## config.mk

```make
export PLATFORM = sky130hd
export DESIGN_NAME = gpio_port
export DESIGN_NICKNAME = d
export VERILOG_FILES = /design/src/rtl/gpio_port_pkg.sv /design/src/rtl/gpio_port.sv /design/src/rtl/pin_driver.sv
export VERILOG_INCLUDE_DIRS = /design/src /design/src/rtl
export SDC_FILE = /design/constraint.sdc
export NUM_CORES = 1
export LEC_CHECK = 0
export ABC_AREA = 0
export BUFFER_PORTS_ARGS = -buffer_cell sky130_fd_sc_hd__buf_4
export CAP_MARGIN = 5
export CELL_PAD_IN_SITES_DETAIL_PLACEMENT = 0
export CELL_PAD_IN_SITES_GLOBAL_PLACEMENT = 1
export CORE_MARGIN = 2
export CORE_UTILIZATION = 42
export DETAILED_ROUTE_END_ITERATION = 12
export GPL_ROUTABILITY_DRIVEN = 0
export GPL_TIMING_DRIVEN = 0
export PLACE_DENSITY = 0.85
export SKIP_LAST_GASP = 1
export SLEW_MARGIN = 30
export SYNTH_ARGS = -nofsm -noshare
export SYNTH_HDL_FRONTEND = slang
export SYNTH_SLANG_ARGS = --single-unit
```

## constraint.sdc

```tcl
create_clock -name CORE_CLK_I -period 3.4 [get_ports CORE_CLK_I]
set_input_delay 0.51 -clock CORE_CLK_I [delete_from_list [all_inputs] [get_ports CORE_CLK_I]]
set_output_delay 0.51 -clock CORE_CLK_I [all_outputs]
set_load 0.05 [all_outputs]
```

## src/rtl/gpio_port_consts.svh

```systemverilog
`ifndef GPIO_PORT_CONSTS_SVH
`define GPIO_PORT_CONSTS_SVH

// register indices; the byte address on the bus is four times the index
`define IDX_OUTPUT_VALUE 16'hf220
`define IDX_DIRECTION    16'hf221
`define IDX_DRIVE_LO     16'hf222
`define IDX_DRIVE_HI     16'hf223
`define IDX_FUNC_LO      16'hf224
`define IDX_FUNC_HI      16'hf225

// index field inside the byte address, and the bits above it
`define IDX_LSB          2
`define IDX_MSB          17
`define ADDR_TOP_LSB     18

// reset value of every port register
`define REG_RESET        8'h00

// bus responses
`define RESP_OKAY        2'b00
`define RESP_SLVERR      2'b10

// function select codes
`define FN_GPIO          2'b00
`define FN_SECOND        2'b01
`define FN_THIRD         2'b10
`define FN_FOURTH        2'b11

// drive configuration codes
`define DRV_HIZ          2'b00
`define DRV_PCH          2'b01
`define DRV_NCH          2'b10
`define DRV_PUSH         2'b11

`endif

```

## src/rtl/gpio_port_pkg.sv

```systemverilog
package gpio_port_pkg;

    // what a pin is doing after function select decode
    typedef enum logic [2:0] {
        PK_GPIO     = 3'b000,
        PK_ALT_OUT  = 3'b001,
        PK_ALT_PUSH = 3'b010,
        PK_ALT_IN   = 3'b011,
        PK_BLOCKED  = 3'b100
    } pin_kind_t;

    // decoded routing of one pin
    typedef struct packed {
        pin_kind_t kind;
        logic      data;
        logic      drive;
    } pin_route_t;

    // whole state of the port
    typedef struct packed {
        logic [7:0]  out_val;
        logic [7:0]  dir;
        logic [7:0]  cfg_lo;
        logic [7:0]  cfg_hi;
        logic [7:0]  fn_lo;
        logic [7:0]  fn_hi;
        logic [7:0]  pin_level;
        logic [7:0]  pin_out;
        logic [7:0]  pin_oe;
        logic [7:0]  pull_up;
        logic [7:0]  pull_dn;
        logic [4:0]  per_in;
        logic        aw_full;
        logic        aw_ok;
        logic [15:0] aw_idx;
        logic        w_full;
        logic [15:0] w_data;
        logic [1:0]  w_strb;
        logic        awready;
        logic        wready;
        logic        bvalid;
        logic [1:0]  bresp;
        logic        arready;
        logic        rvalid;
        logic [15:0] rdata;
        logic [1:0]  rresp;
    } port_state_t;

endpackage

```

## src/rtl/gpio_port.sv

```systemverilog
// How it works
// [RULE_01] eight bidirectional pins, each general-purpose input/output
// [RULE_02] output value register drives pins, resets zero
// [RULE_03] output pins read back the written value
// [RULE_04] input pins read back their sampled level
// [RULE_05] direction register: zero output, one input
// [RULE_06] output drive: hi-z, p open drain, n, push-pull
// [RULE_07] input: floating, pull-down or pull-up
// [RULE_08] two drive registers, first also as word
// [RULE_09] two function registers, first also as word
// [RULE_10] pins switch to bus, serial, pulse functions
// [RULE_11] software leaves analog pins as hi-z outputs
// [RULE_12] drive code decode differs by direction
// [RULE_13] function code decode: gpio, second, third, fourth
// [RULE_14] prohibited code ignores value, hi-z or low
// [RULE_15] serial outputs forced to push-pull
// [RULE_16] after reset all pins hi-z outputs
// [RULE_17] word access: lower address is low byte
`timescale 1ns/1ps
`include "gpio_port_consts.svh"

module gpio_port
    import gpio_port_pkg::*;
(
    // clock, reset, enable
    input  wire logic        CORE_CLK_I,
    input  wire logic        RST_N_I,
    input  wire logic        CE_I,
    // axi4-lite write address and data
    input  wire logic        AWVALID_I,
    output logic             AWREADY_O,
    input  wire logic [31:0] AWADDR_I,
    input  wire logic [2:0]  AWPROT_I,
    input  wire logic        WVALID_I,
    output logic             WREADY_O,
    input  wire logic [31:0] WDATA_I,
    input  wire logic [3:0]  WSTRB_I,
    // axi4-lite write response
    output logic             BVALID_O,
    input  wire logic        BREADY_I,
    output logic [1:0]       BRESP_O,
    // axi4-lite read
    input  wire logic        ARVALID_I,
    output logic             ARREADY_O,
    input  wire logic [31:0] ARADDR_I,
    input  wire logic [2:0]  ARPROT_I,
    output logic             RVALID_O,
    input  wire logic        RREADY_I,
    output logic [31:0]      RDATA_O,
    output logic [1:0]       RRESP_O,
    // pads
    input  wire logic [7:0]  PIN_IN_I,
    output logic [7:0]       PIN_OUT_O,
    output logic [7:0]       PIN_OE_O,
    output logic [7:0]       PULL_UP_O,
    output logic [7:0]       PULL_DOWN_O,
    // peripheral signals heading to the pins
    input  wire logic        BUS_DATA_OUT_I,
    input  wire logic        BUS_CLK_OUT_I,
    input  wire logic        CLOCKED_SERIAL_OUT_I,
    input  wire logic        CLOCKED_SERIAL_CLK_I,
    input  wire logic        CLOCKED_SERIAL_CLK_DRIVE_I,
    input  wire logic        ASYNC_A_TRANSMIT_I,
    input  wire logic        ASYNC_B_TRANSMIT_I,
    input  wire logic        PULSE_OUT_A_I,
    input  wire logic        PULSE_OUT_B_I,
    // pin levels heading to the peripherals
    output logic             BUS_DATA_IN_O,
    output logic             BUS_CLK_IN_O,
    output logic             CLOCKED_SERIAL_IN_O,
    output logic             CLOCKED_SERIAL_CLK_IN_O,
    output logic             ASYNC_A_RECEIVE_O
);

    port_state_t s;
    port_state_t next_s;

    logic [8:0]  alt_src;
    pin_route_t  route [8];
    logic [7:0]  drv_out;
    logic [7:0]  drv_oe;
    logic [7:0]  drv_pu;
    logic [7:0]  drv_pd;
    logic [7:0]  read_val;
    logic [15:0] rd_word;
    logic        rd_ok;
    logic        ar_top_ok;

    // peripheral outputs packed for the routing table
    assign alt_src = {PULSE_OUT_B_I, PULSE_OUT_A_I, ASYNC_B_TRANSMIT_I,
                      ASYNC_A_TRANSMIT_I, CLOCKED_SERIAL_CLK_DRIVE_I,
                      CLOCKED_SERIAL_CLK_I, CLOCKED_SERIAL_OUT_I,
                      BUS_CLK_OUT_I, BUS_DATA_OUT_I};

    // pin and function code to routing; unlisted codes are prohibited
    function automatic pin_route_t route_of(input int unsigned pin,
                                            input logic [1:0]  fn,
                                            input logic [8:0]  src);
        pin_route_t r;
        r.kind  = PK_BLOCKED;
        r.data  = 1'b0;
        r.drive = 1'b1;
        if (fn == `FN_GPIO) begin
            r.kind = PK_GPIO;                             // [RULE_13]
        end else begin
            case (pin)
                0: begin
                    if (fn == `FN_SECOND) begin
                        r.kind = PK_ALT_OUT;              // [RULE_10]
                        r.data = src[0];
                    end else if (fn == `FN_THIRD) begin
                        r.kind = PK_ALT_IN;
                    end
                end
                1: begin
                    if (fn == `FN_SECOND) begin
                        r.kind = PK_ALT_OUT;              // [RULE_10]
                        r.data = src[1];
                    end else if (fn == `FN_THIRD) begin
                        r.kind  = PK_ALT_PUSH;            // [RULE_15]
                        r.data  = src[3];
                        r.drive = src[4];
                    end
                end
                2: begin
                    if (fn == `FN_SECOND) begin
                        r.kind = PK_ALT_IN;               // [RULE_10]
                    end else if (fn == `FN_THIRD) begin
                        r.kind = PK_ALT_PUSH;             // [RULE_15]
                        r.data = src[2];
                    end
                end
                3: begin
                    if (fn == `FN_SECOND) begin
                        r.kind = PK_ALT_PUSH;             // [RULE_15]
                        r.data = src[5];
                    end else if (fn == `FN_THIRD) begin
                        r.kind = PK_ALT_OUT;              // [RULE_10]
                        r.data = src[7];
                    end else begin
                        r.kind = PK_ALT_PUSH;             // [RULE_15]
                        r.data = src[6];
                    end
                end
                4: begin
                    if (fn == `FN_THIRD) begin
                        r.kind = PK_ALT_IN;               // [RULE_10]
                    end
                end
                5: begin
                    if (fn == `FN_THIRD) begin
                        r.kind  = PK_ALT_PUSH;            // [RULE_15]
                        r.data  = src[3];
                        r.drive = src[4];
                    end
                end
                6: begin
                    if (fn == `FN_THIRD) begin
                        r.kind = PK_ALT_PUSH;             // [RULE_15]
                        r.data = src[2];
                    end
                end
                default: begin
                    if (fn == `FN_THIRD) begin
                        r.kind = PK_ALT_OUT;              // [RULE_10]
                        r.data = src[8];
                    end
                end
            endcase
        end
        return r;
    endfunction

    // one routing decode and pad driver per pin
    for (genvar i = 0; i < 8; i++) begin : g_pin
        assign route[i] = route_of(i, {s.fn_hi[i], s.fn_lo[i]}, alt_src);
        assign read_val[i] = s.dir[i] ? s.pin_level[i]  // [RULE_04]
                                      : s.out_val[i];   // [RULE_03]
        pin_driver u_drv (
            .dir_i      (s.dir[i]),
            .cfg_i      ({s.cfg_hi[i], s.cfg_lo[i]}),
            .route_i    (route[i]),
            .port_bit_i (s.out_val[i]),
            .out_o      (drv_out[i]),
            .oe_o       (drv_oe[i]),
            .pull_up_o  (drv_pu[i]),
            .pull_dn_o  (drv_pd[i])
        );                                                // [RULE_01]
    end

    // read decode; pairs read as a word with the lower address low
    assign ar_top_ok = (ARADDR_I[31:`ADDR_TOP_LSB] == 14'h0000);
    always_comb begin
        rd_ok   = ar_top_ok;
        rd_word = 16'h0000;
        case (ARADDR_I[`IDX_MSB:`IDX_LSB])
            `IDX_OUTPUT_VALUE: rd_word = {8'h00, read_val};
            `IDX_DIRECTION:    rd_word = {8'h00, s.dir};
            `IDX_DRIVE_LO:     rd_word = {s.cfg_hi, s.cfg_lo}; // [RULE_17]
            `IDX_DRIVE_HI:     rd_word = {8'h00, s.cfg_hi};
            `IDX_FUNC_LO:      rd_word = {s.fn_hi, s.fn_lo};   // [RULE_17]
            `IDX_FUNC_HI:      rd_word = {8'h00, s.fn_hi};
            default:           rd_ok   = 1'b0;
        endcase
        if (!rd_ok) begin
            rd_word = 16'h0000;
        end
    end

    // next state: bus slave, register writes, pad and peripheral outputs
    always_comb begin
        next_s = s;
        next_s.pin_level = PIN_IN_I;         // pins are already synchronous
        // address and data are taken independently, in either order
        if (AWVALID_I && s.awready) begin
            next_s.aw_full = 1'b1;
            next_s.aw_idx  = AWADDR_I[`IDX_MSB:`IDX_LSB];
            next_s.aw_ok   = (AWADDR_I[31:`ADDR_TOP_LSB] == 14'h0000);
        end
        if (WVALID_I && s.wready) begin
            next_s.w_full = 1'b1;
            next_s.w_data = WDATA_I[15:0];
            next_s.w_strb = WSTRB_I[1:0];
        end
        if (s.bvalid && BREADY_I) begin
            next_s.bvalid = 1'b0;
        end
        // commit once both halves are held and the old response is gone
        if (s.aw_full && s.w_full && !s.bvalid) begin
            next_s.aw_full = 1'b0;
            next_s.w_full  = 1'b0;
            next_s.bvalid  = 1'b1;
            next_s.bresp   = `RESP_OKAY;
            if (!s.aw_ok) begin
                next_s.bresp = `RESP_SLVERR;
            end else begin
                case (s.aw_idx)
                    `IDX_OUTPUT_VALUE: begin
                        if (s.w_strb[0]) begin
                            next_s.out_val = s.w_data[7:0];  // [RULE_02]
                        end
                    end
                    `IDX_DIRECTION: begin
                        if (s.w_strb[0]) begin
                            next_s.dir = s.w_data[7:0];      // [RULE_05]
                        end
                    end
                    `IDX_DRIVE_LO: begin
                        if (s.w_strb[0]) begin
                            next_s.cfg_lo = s.w_data[7:0];   // [RULE_08]
                        end
                        if (s.w_strb[1]) begin
                            next_s.cfg_hi = s.w_data[15:8];  // [RULE_17]
                        end
                    end
                    `IDX_DRIVE_HI: begin
                        if (s.w_strb[0]) begin
                            next_s.cfg_hi = s.w_data[7:0];   // [RULE_08]
                        end
                    end
                    `IDX_FUNC_LO: begin
                        if (s.w_strb[0]) begin
                            next_s.fn_lo = s.w_data[7:0];    // [RULE_09]
                        end
                        if (s.w_strb[1]) begin
                            next_s.fn_hi = s.w_data[15:8];   // [RULE_17]
                        end
                    end
                    `IDX_FUNC_HI: begin
                        if (s.w_strb[0]) begin
                            next_s.fn_hi = s.w_data[7:0];    // [RULE_09]
                        end
                    end
                    default: next_s.bresp = `RESP_SLVERR;
                endcase
            end
        end
        // a channel is ready only while its holding slot is empty
        next_s.awready = ~next_s.aw_full;
        next_s.wready  = ~next_s.w_full;
        // one read at a time; data captured with the address
        if (s.rvalid && RREADY_I) begin
            next_s.rvalid = 1'b0;
        end
        if (ARVALID_I && s.arready) begin
            next_s.rvalid = 1'b1;
            next_s.rdata  = rd_word;
            next_s.rresp  = rd_ok ? `RESP_OKAY : `RESP_SLVERR;
        end
        next_s.arready = ~next_s.rvalid;
        // pad controls are registered so outputs leave flip-flops
        next_s.pin_out = drv_out;
        next_s.pin_oe  = drv_oe;
        next_s.pull_up = drv_pu;
        next_s.pull_dn = drv_pd;
        // peripheral inputs idle high when no pin carries them
        next_s.per_in = 5'h1f;
        if (route[0].kind == PK_ALT_OUT) begin
            next_s.per_in[0] = s.pin_level[0];   // bus data reads back pad
        end
        if (route[1].kind == PK_ALT_OUT) begin
            next_s.per_in[1] = s.pin_level[1];
        end
        if (route[0].kind == PK_ALT_IN) begin
            next_s.per_in[2] = s.pin_level[0];
        end else if (route[4].kind == PK_ALT_IN) begin
            next_s.per_in[2] = s.pin_level[4];
        end
        if (route[1].kind == PK_ALT_PUSH) begin
            next_s.per_in[3] = s.pin_level[1];
        end else if (route[5].kind == PK_ALT_PUSH) begin
            next_s.per_in[3] = s.pin_level[5];
        end
        if (route[2].kind == PK_ALT_IN) begin
            next_s.per_in[4] = s.pin_level[2];
        end
    end

    // all registers zero on reset except per_in, which resets high: hi-z outputs, gpio mode
    always_ff @(posedge CORE_CLK_I) begin
        if (!RST_N_I) begin
            s        <= '0;                               // [RULE_16]
            s.per_in <= 5'h1f;
        end else if (CE_I) begin
            s <= next_s;
        end
    end

    // outputs straight from the state register
    assign AWREADY_O               = s.awready;
    assign WREADY_O                = s.wready;
    assign BVALID_O                = s.bvalid;
    assign BRESP_O                 = s.bresp;
    assign ARREADY_O               = s.arready;
    assign RVALID_O                = s.rvalid;
    assign RDATA_O                 = {16'h0000, s.rdata};
    assign RRESP_O                 = s.rresp;
    assign PIN_OUT_O               = s.pin_out;
    assign PIN_OE_O                = s.pin_oe;
    assign PULL_UP_O               = s.pull_up;
    assign PULL_DOWN_O             = s.pull_dn;
    assign BUS_DATA_IN_O           = s.per_in[0];
    assign BUS_CLK_IN_O            = s.per_in[1];
    assign CLOCKED_SERIAL_IN_O     = s.per_in[2];
    assign CLOCKED_SERIAL_CLK_IN_O = s.per_in[3];
    assign ASYNC_A_RECEIVE_O       = s.per_in[4];

endmodule // gpio_port

```

## src/rtl/pin_driver.sv

```systemverilog
`timescale 1ns/1ps
`include "gpio_port_consts.svh"

module pin_driver
    import gpio_port_pkg::*;
(
    // configuration of this pin
    input  wire logic       dir_i,
    input  wire logic [1:0] cfg_i,
    input  wire pin_route_t route_i,
    input  wire logic       port_bit_i,
    // next pin controls
    output logic            out_o,
    output logic            oe_o,
    output logic            pull_up_o,
    output logic            pull_dn_o
);

    logic       data;
    logic [1:0] style;

    // pick the level and drive style, then the pad controls
    always_comb begin
        data      = port_bit_i;
        style     = cfg_i;
        out_o     = 1'b0;
        oe_o      = 1'b0;
        pull_up_o = 1'b0;
        pull_dn_o = 1'b0;
        unique case (route_i.kind)
            PK_GPIO:     data = port_bit_i;
            PK_ALT_OUT:  data = route_i.data;
            PK_ALT_PUSH: begin
                data  = route_i.data;
                style = `DRV_PUSH;                        // [RULE_15]
            end
            PK_ALT_IN:   data = 1'b0;
            // forcing low gives hi-z for pch, low for nch and push-pull
            PK_BLOCKED:  data = 1'b0;                     // [RULE_14]
            default:     data = 1'b0;
        endcase
        if (dir_i || route_i.kind == PK_ALT_IN) begin
            // input mode: 11 floats like 00
            pull_dn_o = (cfg_i == `DRV_PCH);              // [RULE_07] [RULE_12]
            pull_up_o = (cfg_i == `DRV_NCH);              // [RULE_07] [RULE_12]
        end else if (route_i.drive) begin
            unique case (style)
                `DRV_HIZ: oe_o = 1'b0;                    // [RULE_06] [RULE_12]
                `DRV_PCH: begin
                    oe_o  = data;                         // [RULE_06]
                    out_o = 1'b1;
                end
                `DRV_NCH: begin
                    oe_o  = ~data;                        // [RULE_06]
                    out_o = 1'b0;
                end
                `DRV_PUSH: begin
                    oe_o  = 1'b1;                         // [RULE_06]
                    out_o = data;                         // [RULE_02]
                end
            endcase
        end
    end

endmodule // pin_driver

```

; Word level (Yosys, flattened, before mapping)
; Index checks and enable logic that the tools add are counted.
; Widths: inputs -> output; s select.
[classes]
eq_ne = 91
mux = 131
bitwise = 11
n_reduce_logical = 65
[ops]
columns = cell, count
row1 = $eq 16x16->1 const B, 12
row2 = $pmux 16 s6, 1
row3 = $mux 1, 65
row4 = $eq 2x2->1 const B, 32
row5 = $eq 3x2->1 const B, 16
row6 = $mux 3, 15
row7 = $eq 2x1->1 const B, 20
row8 = $mux 19, 2
row9 = $logic_not 2->1, 16
row10 = $pmux 1 s4, 8
row11 = $pmux 8 s2, 2
row12 = $pmux 1 s2, 15
row13 = $logic_not 14->1, 2
row14 = $mux 2, 13
row15 = $logic_not 3->1, 8
row16 = $eq 3x1->1 const B, 7
row17 = $reduce_and 5->1, 4
row18 = $mux 18, 1
row19 = $mux 16, 1
row20 = $mux 4, 4
row21 = $mux 8, 2
row22 = $reduce_or 2->1, 7
row23 = $reduce_and 6->1, 2
row24 = $reduce_or 6->1, 2
row25 = 8 further kinds, 41
[totals]
reg_bits = 155
inputBits = 131
output_inout_bits = 78
elab_cells = 324

; Depth between registers and ports, before layout
; Gate-level depths: netlist of run 1.
[logic_depth]
depth_word = 11
mapped_depth = 7
mapped_depth_nobuf = 7

; By module
; A second synthesis of run 1 with hierarchy kept.
[hier_totals]
cells_unflattened = 909
area_unflattened_um2 = 7931.4
[modules_own_cells]
columns = mod, n_inst, cells_per_inst, area_per_inst_um2, seq_area_each_um2
row1 = gpio_port, 1, 797, 7090.6, 3062.9
row2 = pin_driver, 8, 14, 105.1, 0.0

; Worst setup path after synthesis of run 1
; No wires, ideal clock.
[synth_path]
path_kind = register -> register
start = reg s (netlist bit BVALID_O)
end = reg s[116] (netlist name)
setup_time_ns = 0.072
arrival_ns = 1.840
required_ns = 3.328
setup_slack_ns = 1.488
path_stages_with_launch = 7
n_path_buf = 1
period_less_slack_ns = 1.912
cell_sequence = dfxtp_1 -> and4b_1 -> nand2_1 -> or2_4 -> nor4b_4 -> buf_6 -> mux2i_1
[synth_via]
elab_chain_len = 3
[synth_lines]
columns = item, line_no
row1 = start: declaration, gpio_port.sv:75  ; port_state_t s;
row2 = start signal: assignment, gpio_port.sv:325  ; s <= next_s;
row3 = $logic_not 1->1, gpio_port.sv:229  ; if (s.aw_full && s.w_full && !s.bvalid) begin
row4 = $logic_and 1x1->1, gpio_port.sv:229
row5 = $reduce_and 5->1 (no source line), --
; No other way between the ends.
; A chain may end at the register's enable or synchronous reset.

; Final worst setup path of run 1
[layout_path]
start = in ARADDR_I[3]
end = reg s (netlist bit RDATA_O[5])
[layout_via]
elab_chain_len = 4
word_cells_on_any_way = 10
classes_between = 6 x eq/ne / 3 x mux / 1 x reduce/logical
[layout_lines]
columns = item, line_no
row1 = start: declaration, gpio_port.sv:45  ; input wire logic [31:0] ARADDR_I,
row2 = $eq 16x16->1, gpio_port.sv:196  ; case (ARADDR_I[`IDX_MSB:`IDX_LSB])
row3 = $reduce_or 6->1 (no source line), --
row4 = $mux 1, gpio_port.sv:196
row5 = $mux 16 (*), gpio_port.sv:205  ; if (!rd_ok) begin
; Mark *: on every way between the ends. The rest lies on a longest branch, timed or not.

==> results of run 1 <==
## report_power, final
part	switching (W)	internal [W]
registers	0.0000235	0.00181
clock network	0.000819	0.00110
logic	0.000214	0.000138
total	0.00106	0.00305
## layout make-up
type | count | area share
buffer | 112 | 0.0711
antenna | 1 | 0.000254
multi-input combinational | 637 | 0.401
clock inverter | 15 | 0.0170
tap | 229 | 0.0290
inverter | 16 | 0.00609
timing repair buffer | 160 | 0.122
clock buffer | 17 | 0.0431
sequential | 153 | 0.310
## synth_stat cells (all sizes together), types with 2 or more instances
| cell | count |
|---|---|
| dfxtp | 153 |
| a221oi | 16 |
| nand4 | 9 |
| nand3 | 8 |
| a31oi | 2 |
| clkbuf | 29 |
| inv | 16 |
| a21oi | 98 |
| and3 | 5 |
| a2bb2oi | 3 |
| o211ai | 2 |
| o21ai | 39 |
| a211oi | 12 |
| and4b | 4 |
| o31ai | 8 |
| nor3 | 11 |
| nand3b | 6 |
| nor2b | 6 |
| a22oi | 11 |
| nor2 | 65 |
| nand2b | 5 |
| nor3b | 3 |
| ha | 13 |
| nand2 | 169 |
| nor4b | 6 |
| mux2 | 18 |
| nor4 | 10 |
| mux2i | 68 |
| or3 | 3 |
| nand4b | 3 |
| buf | 83 |
## layer usage
| metal | global-route usage | wire (um) | up-vias |
|---|---|---|---|
| met5 | 0 | 0 | - |
| met4 | 0.0911 | 618 | 0 |
| met3 | 0.0475 | 1890 | 46 |
| met2 | 0.388 | 10900 | 293 |
| met1 | 0.325 | 10300 | 3248 |
| li1 | - | - | 3493 |
## stage by stage
step	total power, W	worst slack (ns)	area (um^2)	util
3_3_place_gp	0.00222	0.589	9270	0.514
3_5_place_dp	0.00223	0.628	9270	0.514
2_1_floorplan	0.00206	1.49	7780	-
5_1_grt	0.00424	0.904	9860	0.547
6_report	0.00411	0.998	9870	0.547
4_1_cts	0.00412	1.05	9860	0.547
## registers in the layout, indices dropped and copies added (netlist names)
signal	cells
BUS_CLK_IN_O	1
WREADY_O	1
s	93
RVALID_O	1
AWREADY_O	1
PULL_UP_O	8
PIN_OUT_O	8
BVALID_O	1
BUS_DATA_IN_O	1
ARREADY_O	1
BRESP_O	1
CLOCKED_SERIAL_IN_O	1
ASYNC_A_RECEIVE_O	1
RDATA_O	16
PIN_OE_O	8
RRESP_O	1
CLOCKED_SERIAL_CLK_IN_O	1
PULL_DOWN_O	8
## worst min-delay path, cell delays in order
cell and delay, ns:
buf_4 0.08, mux2i_1 0.05, nor2_1 0.07
## cells by family (layout without fill, tap and decap cells)
kind of cell	after synthesis	count (layout)	share of synthesized area
compound gates	200	200	0.154
mux	87	87	0.117
fa+ha+maj	13	13	0.0211
simple gates	319	319	0.211
buf+inv	128	320	0.0987
other cells	1	19	0.000486
flops	153	153	0.397
## final timing paths
kind,from,to,slack [ns]
max,ARADDR_I[3],RDATA_O[5],1.0
min,PIN_IN_I[5],s[104],0.32
max reg2reg,s[108],PIN_OE_O[1],1.06
min reg2reg,s[57],s[57],0.45
==> flow_summary.json, run 1 <==
{
  "status": "finished clean",
  "grt_start_max_net_pins": 17,
  "fp-row-count": 49,
  "synth_area_um2": 7720,
  "grt_pass1_vias": 6616,
  "period_share": 0.707,
  "routed_wl_mm": 23.7,
  "crit_top_cell": "a221oi_1",
  "yosysTopAreaCell": "dfxtp_1",
  "final_common_cell": "buf_4",
  "clock_latency_ns": 0.43,
  "cts_buffer_depth": 2,
  "dieWidth_um": 140,
  "fill_cells": 1751,
  "whs_path_depth": 3,
  "cts-root-buf": "clkbuf_16",
  "rr_worst_depth": 7,
  "cts.sinks": 153,
  "path_delay_family": "simple AND/OR/NAND/NOR gates",
  "cts_buffers": 17,
  "irDropWorstVdd_v": 0.000411,
  "num_vias": 7080,
  "core_area_um2": 18000,
  "crit_chain": "buf_4, buf_2, nor2_1, nor4b_4, a221oi_1, a221oi_1",
  "cts_tree": "built",
  "hold_slack_ns": 0.321,
  "p_leak_nw": 4.00,
  "setup_tns_ns": 0,
  "slew_headroom": 0.367,
  "drive_above_1_share": 0.279,
  "path_max_fanout": 10,
  "drtIter0Drc": 622,
  "route.detailed.drc": 0,
  "yosys-top-cells-area": "dfxtp_1, mux2i_1, nand2_1",
  "start_kind": "primary input",
  "drt_first_pass_iters": 5,
  "finalSetupViolations": 0,
  "place_inst": 1307,
  "cellPowerDensity_nw_per_um2": 416,
  "htreeDepth": 4,
  "worstSetupPathType": "primary input to flop",
  "slowest_stage": "nor2_1",
  "syn_inst": 901,
  "final_cell_mix": "buf_4, nand2_1, dfxtp_1",
  "yosysSeqAreaShare": 0.397,
  "area_delta_synth_final_pct": 27.8,
  "min_period_ns": 2.40,
  "yosys_warnings": 0,
  "async_flop_share": 0,
  "dp_hpwl_mm": 17.5,
  "post_cts_buffers": 0,
  "nets": 1241,
  "wl_per_cell_um": 17.7,
  "maxCapViolCount": 0,
  "ant_nets": 0,
  "hold_class": "primary input to flop",
  "antenna_found_initial": 1,
  "multiInputGateArea_um2": 3960,
  "synth_top_area_frac": 0.397,
  "crit_arrival_ns": 2.73,
  "synth_seq_cells": 153,
  "port_buffers": 160,
  "fmax_mhz": 416,
  "ctsResizeCount": 0,
  "grt_pass1_wl_mm": 36.6,
  "tightest_slew_ns": 0.949,
  "grt_use_total": 0.242,
  "syn_area_per_cell_um2": 8.57,
  "die-area_um2": 19500,
  "required_ns": 3.73,
  "io_pins": 209,
  "die_h_um": 140,
  "cp.buffers_inverters": 2,
  "rsz0062_at_grt": "no",
  "instances_no_fill": 1340,
  "path_clk_slew_ns": 0.07,
  "regArea_um2": 3060,
  "start_util": 0.428,
  "gr-total-overflow": 0,
  "synth_edf_count": 0,
  "clock_skew_ns": 0.00567,
  "critical_path_depth": 6,
  "routed_via_density": 5.28,
  "synthFlopType": "dfxtp_1",
  "holdBufCountCts": 0,
  "critPathMaxStageDelay_ns": 0.74,
  "drv_slew": 0,
  "hold_violations": 0,
  "synth_cell_type_count": 58,
  "endpoint_kind": "flop"
}
(Power assumes the default switching activity.)
==> run 2, diff against run 1 <==
CORE_UTILIZATION = 35   (was 42)
PLACE_DENSITY = 0.75   (was 0.85)
clock period = 2.01 ns   (was 3.4 ns; I/O delays follow)
==> run 2 against run 1 <==
Compared with the run above:
- power rose by 66%
- sequential share of layout area shrank 0.38 points
- die area is 19% higher
- cell count grew 4.0%
- register-to-register slack worse by 1.0 ns
- global-route usage down 3.5 points
- utilization down 8.7 points
- clock-buffer cell count stayed put
- clock power rose by 62%
- critical endpoint is now s[113]
- largest power group is now sequential cells
==> flow_summary.json, run 2 (synthesized netlist as in run 1, its figures left out) <==
{
  "routed_wl_mm": 24.5,
  "cellPowerDensity_nw_per_um2": 681,
  "ant_nets": 0,
  "path_max_fanout": 8,
  "worstHoldStart": "PIN_IN_I[3]",
  "clock_latency_ns": 0.43,
  "tightest_slew_ns": 0.913,
  "slowest_stage": "or3_1",
  "status": "finished clean",
  "fp-row-count": 54,
  "worstSetupPathType": "flop to flop",
  "finalPower_w": 0.00682,
  "core_area_um2": 21800,
  "grt_pass1_wl_mm": 37.7,
  "drv_slew": 0,
  "cts_tree": "built",
  "finalSetupViolations": 0,
  "clock_skew_ns": 0.00903,
  "cts-root-buf": "clkbuf_16",
  "whs_path_depth": 3,
  "dp_slack_ns": -0.643,
  "grt_pass1_vias": 6685,
  "route.detailed.drc": 0,
  "endpoint_kind": "flop",
  "final_area_um2": 10000,
  "rsz0062_at_grt": "yes",
  "regArea_um2": 3070,
  "p_leak_nw": 4.06,
  "drtIter0Drc": 434,
  "irDropWorstVdd_v": 0.000499,
  "antenna_found_initial": 1,
  "start_kind": "flop",
  "final_core_util": 0.460,
  "fill_cells": 2202,
  "die-area_um2": 23300,
  "min_to": "s[102]",
  "gr-total-overflow": 0,
  "htreeDepth": 4,
  "dp_hpwl_mm": 18.2,
  "final_cell_mix": "buf_4, nand2_1, dfxtp_1",
  "largest_reg_flops": 93,
  "slew_headroom": 0.391,
  "regToRegEndpoint": "s[113]",
  "routed_via_density": 5.07,
  "cts_buffers": 17,
  "placedInstanceArea_um2": 9330,
  "maxCapViolCount": 0,
  "start_util": 0.355,
  "die_h_um": 153,
  "path_clk_slew_ns": 0.07,
  "hold_class": "primary input to flop",
  "fin_ws_ns": 0.0544,
  "reg2reg_slack_ns": 0.05,
  "grt_start_max_net_pins": 17,
  "io_pins": 209,
  "crit_top_cell": "buf_4",
  "multiInputGateArea_um2": 4000,
  "crit_chain": "nor4b_4, nand4_4, buf_4, or3_1, buf_4, mux2i_1, a21oi_1",
  "drive_above_1_share": 0.293,
  "min_period_ns": 1.96,
  "area_delta_synth_final_pct": 29.7,
  "cts.sinks": 153,
  "num_antenna_cells": 0,
  "nets": 1245,
  "wl_per_cell_um": 17.6,
  "hold_violations": 0,
  "place_inst": 1358,
  "drt_first_pass_iters": 7,
  "r2r-start": "s[50]",
  "dieWidth_um": 153,
  "largest-register": "s",
  "critPathMaxStageDelay_ns": 0.35,
  "instances_no_fill": 1394,
  "final_common_cell": "buf_4",
  "crit_arrival_ns": 2.25,
  "num_vias": 7070,
  "period_share": 0.973,
  "rr_worst_depth": 7,
  "cts_buffer_depth": 2,
  "fmax_mhz": 511,
  "required_ns": 2.31,
  "grt_use_total": 0.207,
  "port_buffers": 160
}
## run 2: critical path: cells and delay by family, from the launching register on
family          cells  cell delay [ns]
buf+inv             2             0.38
mux                 1             0.17
simple gates        3             0.86
compound gates      1             0.08
flops               1             0.33
## run 2: layout make-up
cell class,instances,share of cell area
timing repair buffer,164,0.125
sequential,153,0.307
clock inverter,15,0.0141
clock buffer,17,0.0425
inverter,16,0.00600
multi-input combinational,637,0.399
tap,280,0.0350
buffer,112,0.0710
## run 2: metrics by stage
step / hold WS, ns / TNS, ns
2_1_floorplan: 0.432 / 0
3_3_place_gp: 0.442 / -29.10
3_5_place_dp: 0.443 / -28.65
4_1_cts: 0.0995 / 0
5_1_grt: 0.106 / -0.255
6_report: 0.112 / 0
## run 2: worst max path at each step
stage | startpoint | endpoint | slack, ns | depth (start not counted)
after floorplan | BVALID_O | s[116] | 0.1 | 6
after global placement | CE_I | PULL_DOWN_O[3] | -0.64 | 6
after detailed placement | CE_I | PULL_DOWN_O[3] | -0.64 | 6
after CTS | s[47] | s[133] | 0.02 | 6
after global routing | s[50] | s[125] | -0.06 | 5
final | s[50] | s[113] | 0.05 | 7
## run 2: power breakdown
part / switching (W) / total (W) / internal [W]
Sequential: 0.0000384 / 0.00311 / 0.00307
Clock: 0.00138 / 0.00311 / 0.00173
Combinational: 0.000365 / 0.000599 / 0.000234
## run 2: what timing repair did
action | 4_1_cts | 5_1_grt
buffers inserted | 0 | 4
endpoints found under the setup margin | 26 | 77
resized for setup | 6 | 16
pin swaps | 2 | 5
hold buffers | 0 | 0
## run 2: layer usage
metal	vias up	GRT usage	share of wire
met4	2	0.0613	0.021
met3	37	0.0373	0.061
met2	250	0.332	0.46
li1	3496	-	-
met1	3285	0.285	0.46
met5	-	0	0.00045
==> run 3, diff against run 2 <==
PLACE_DENSITY = unset   (was 0.75)
PLACE_DENSITY_LB_ADDON = 0.1   (was unset)
==> run 3 against run 2 <==
Compared with the run above:
- routed wire length grew 6.2%
- utilization increased by 0.47 points
- cell count stayed put
- global-route usage up 1.4 points
- clock-buffer cell count is 3 higher
- register-to-register slack about the same
- power is 6.6% higher
- final area is 1.0% higher
==> flow_summary.json, run 3 (synthesized netlist as in run 1, its figures left out) <==
{
  "status": "finished clean",
  "dieWidth_um": 153,
  "antenna_found_initial": 1,
  "largest_reg_flops": 93,
  "irDropWorstVdd_v": 0.000452,
  "htreeDepth": 4,
  "fmax_mhz": 513,
  "grt_start_max_net_pins": 17,
  "hold_class": "primary input to flop",
  "grt_pass1_wl_mm": 39.7,
  "path_max_fanout": 8,
  "start_util": 0.355,
  "place_inst": 1358,
  "drive_above_1_share": 0.293,
  "drtIter0Drc": 400,
  "fill_cells": 2250,
  "instances_no_fill": 1394,
  "finalPower_w": 0.00727,
  "routed_via_density": 5.05,
  "cts-root-buf": "clkbuf_16",
  "cts_buffers": 17,
  "ant_nets": 0,
  "die_h_um": 153,
  "area_delta_synth_final_pct": 31.0,
  "dp_hpwl_mm": 19.0,
  "grt_pass1_vias": 6829,
  "start_kind": "flop",
  "cts.sinks": 153,
  "cellPowerDensity_nw_per_um2": 719,
  "p_leak_nw": 4.10,
  "nets": 1248,
  "tightest_slew_ns": 0.938,
  "route.detailed.drc": 0,
  "gr-total-overflow": 0,
  "slew_headroom": 0.375,
  "core_area_um2": 21800,
  "wl_per_cell_um": 18.7,
  "drt_first_pass_iters": 5,
  "drv_slew": 0,
  "num_vias": 7038,
  "maxCapViolCount": 0,
  "endpoint_kind": "flop",
  "final_common_cell": "buf_4",
  "min_period_ns": 1.95,
  "cts_buffer_depth": 2,
  "holdBufCountCts": 0,
  "period_share": 0.969,
  "die-area_um2": 23300,
  "setup_tns_ns": 0,
  "rsz0062_at_grt": "yes",
  "final_cell_mix": "buf_4, nand2_1, dfxtp_1",
  "crit_arrival_ns": 2.29,
  "finalSetupViolations": 0,
  "routed_wl_mm": 26.1,
  "largest-register": "s",
  "fp-row-count": 54,
  "port_buffers": 160,
  "cts_tree": "built",
  "required_ns": 2.36,
  "hold_violations": 0,
  "grt_use_total": 0.221,
  "final_core_util": 0.465,
  "clock_skew_ns": 0.00818,
  "reg2reg_slack_ns": 0.06,
  "path_clk_slew_ns": 0.06,
  "clock_latency_ns": 0.42,
  "io_pins": 209,
  "worstSetupPathType": "flop to flop"
}
## run 3: cell count changes in the layout (fill, tap and decap cells not counted), moves of 2 or more
cell       delta
buf_4         +2
bufinv_16     +4
clkbuf_8      +3
clkinv_4      -3
inv_6         -6
## run 3: final timing paths
path	from	endpoint	cells past startpoint
hold / removal	PIN_IN_I[5]	s[104]	3
setup reg to reg	s[47]	s[119]	6
setup / recovery	s[47]	s[119]	6
hold reg to reg	s[54]	s[54]	2
## run 3: area by class of cell
| type | count | area, um^2 | area share |
|---|---|---|---|
| clock inverters | 8 | 170 | 0.0168 |
| flip-flops and latches | 153 | 3070 | 0.304 |
| plain buffers | 112 | 717 | 0.0709 |
| repair buffers | 167 | 1280 | 0.126 |
| diodes | 1 | 2.50 | 0.000247 |
| well taps | 280 | 350 | 0.0346 |
| clock buffers | 20 | 467 | 0.0462 |
| multi-input cells | 637 | 4000 | 0.395 |
| inverters | 16 | 60.1 | 0.00594 |
## run 3: stage by stage
| step | instance area, um^2 | setup WS (ns) | hold slack (ns) |
|---|---|---|---|
| global placement | 9330 | -0.721 | 0.441 |
| CTS | 10000 | 0.00650 | 0.105 |
| finish | 10100 | 0.0616 | 0.114 |
| floorplan | 7780 | 0.0984 | 0.432 |
| detailed placement | 9330 | -0.698 | 0.445 |
| global route | 10100 | -0.0925 | 0.103 |
## run 3: critical path: stages, from the launching register on
cell and delay (ns):
dfxtp_2 0.33, nor4b_4 0.34, nand4_4 0.20, or2_4 0.34, nor4b_4 0.24, buf_6 0.22
mux2i_1 0.21
## run 3: power breakdown
part / leakage, nW / internal, W / switching [W]
Sequential: 1.24 / 0.00307 / 0.0000402
Clock: 0.306 / 0.00227 / 0.00128
Combinational: 2.56 / 0.000235 / 0.000371
## run 3: routing by layer
layer,track usage,part of all wire,up-vias
met4,0.0613,0.020,0
met5,0,0,-
met3,0.0486,0.054,31
met2,0.364,0.47,212
met1,0.293,0.46,3301
li1,-,-,3494
## run 3: what timing repair did
| item | CTS | global route |
|---|---|---|
| resized for setup | 9 | 13 |
| pin swaps | 4 | 6 |
| endpoints found under the setup margin | 65 | 64 |
| setup buffers | 1 | 6 |
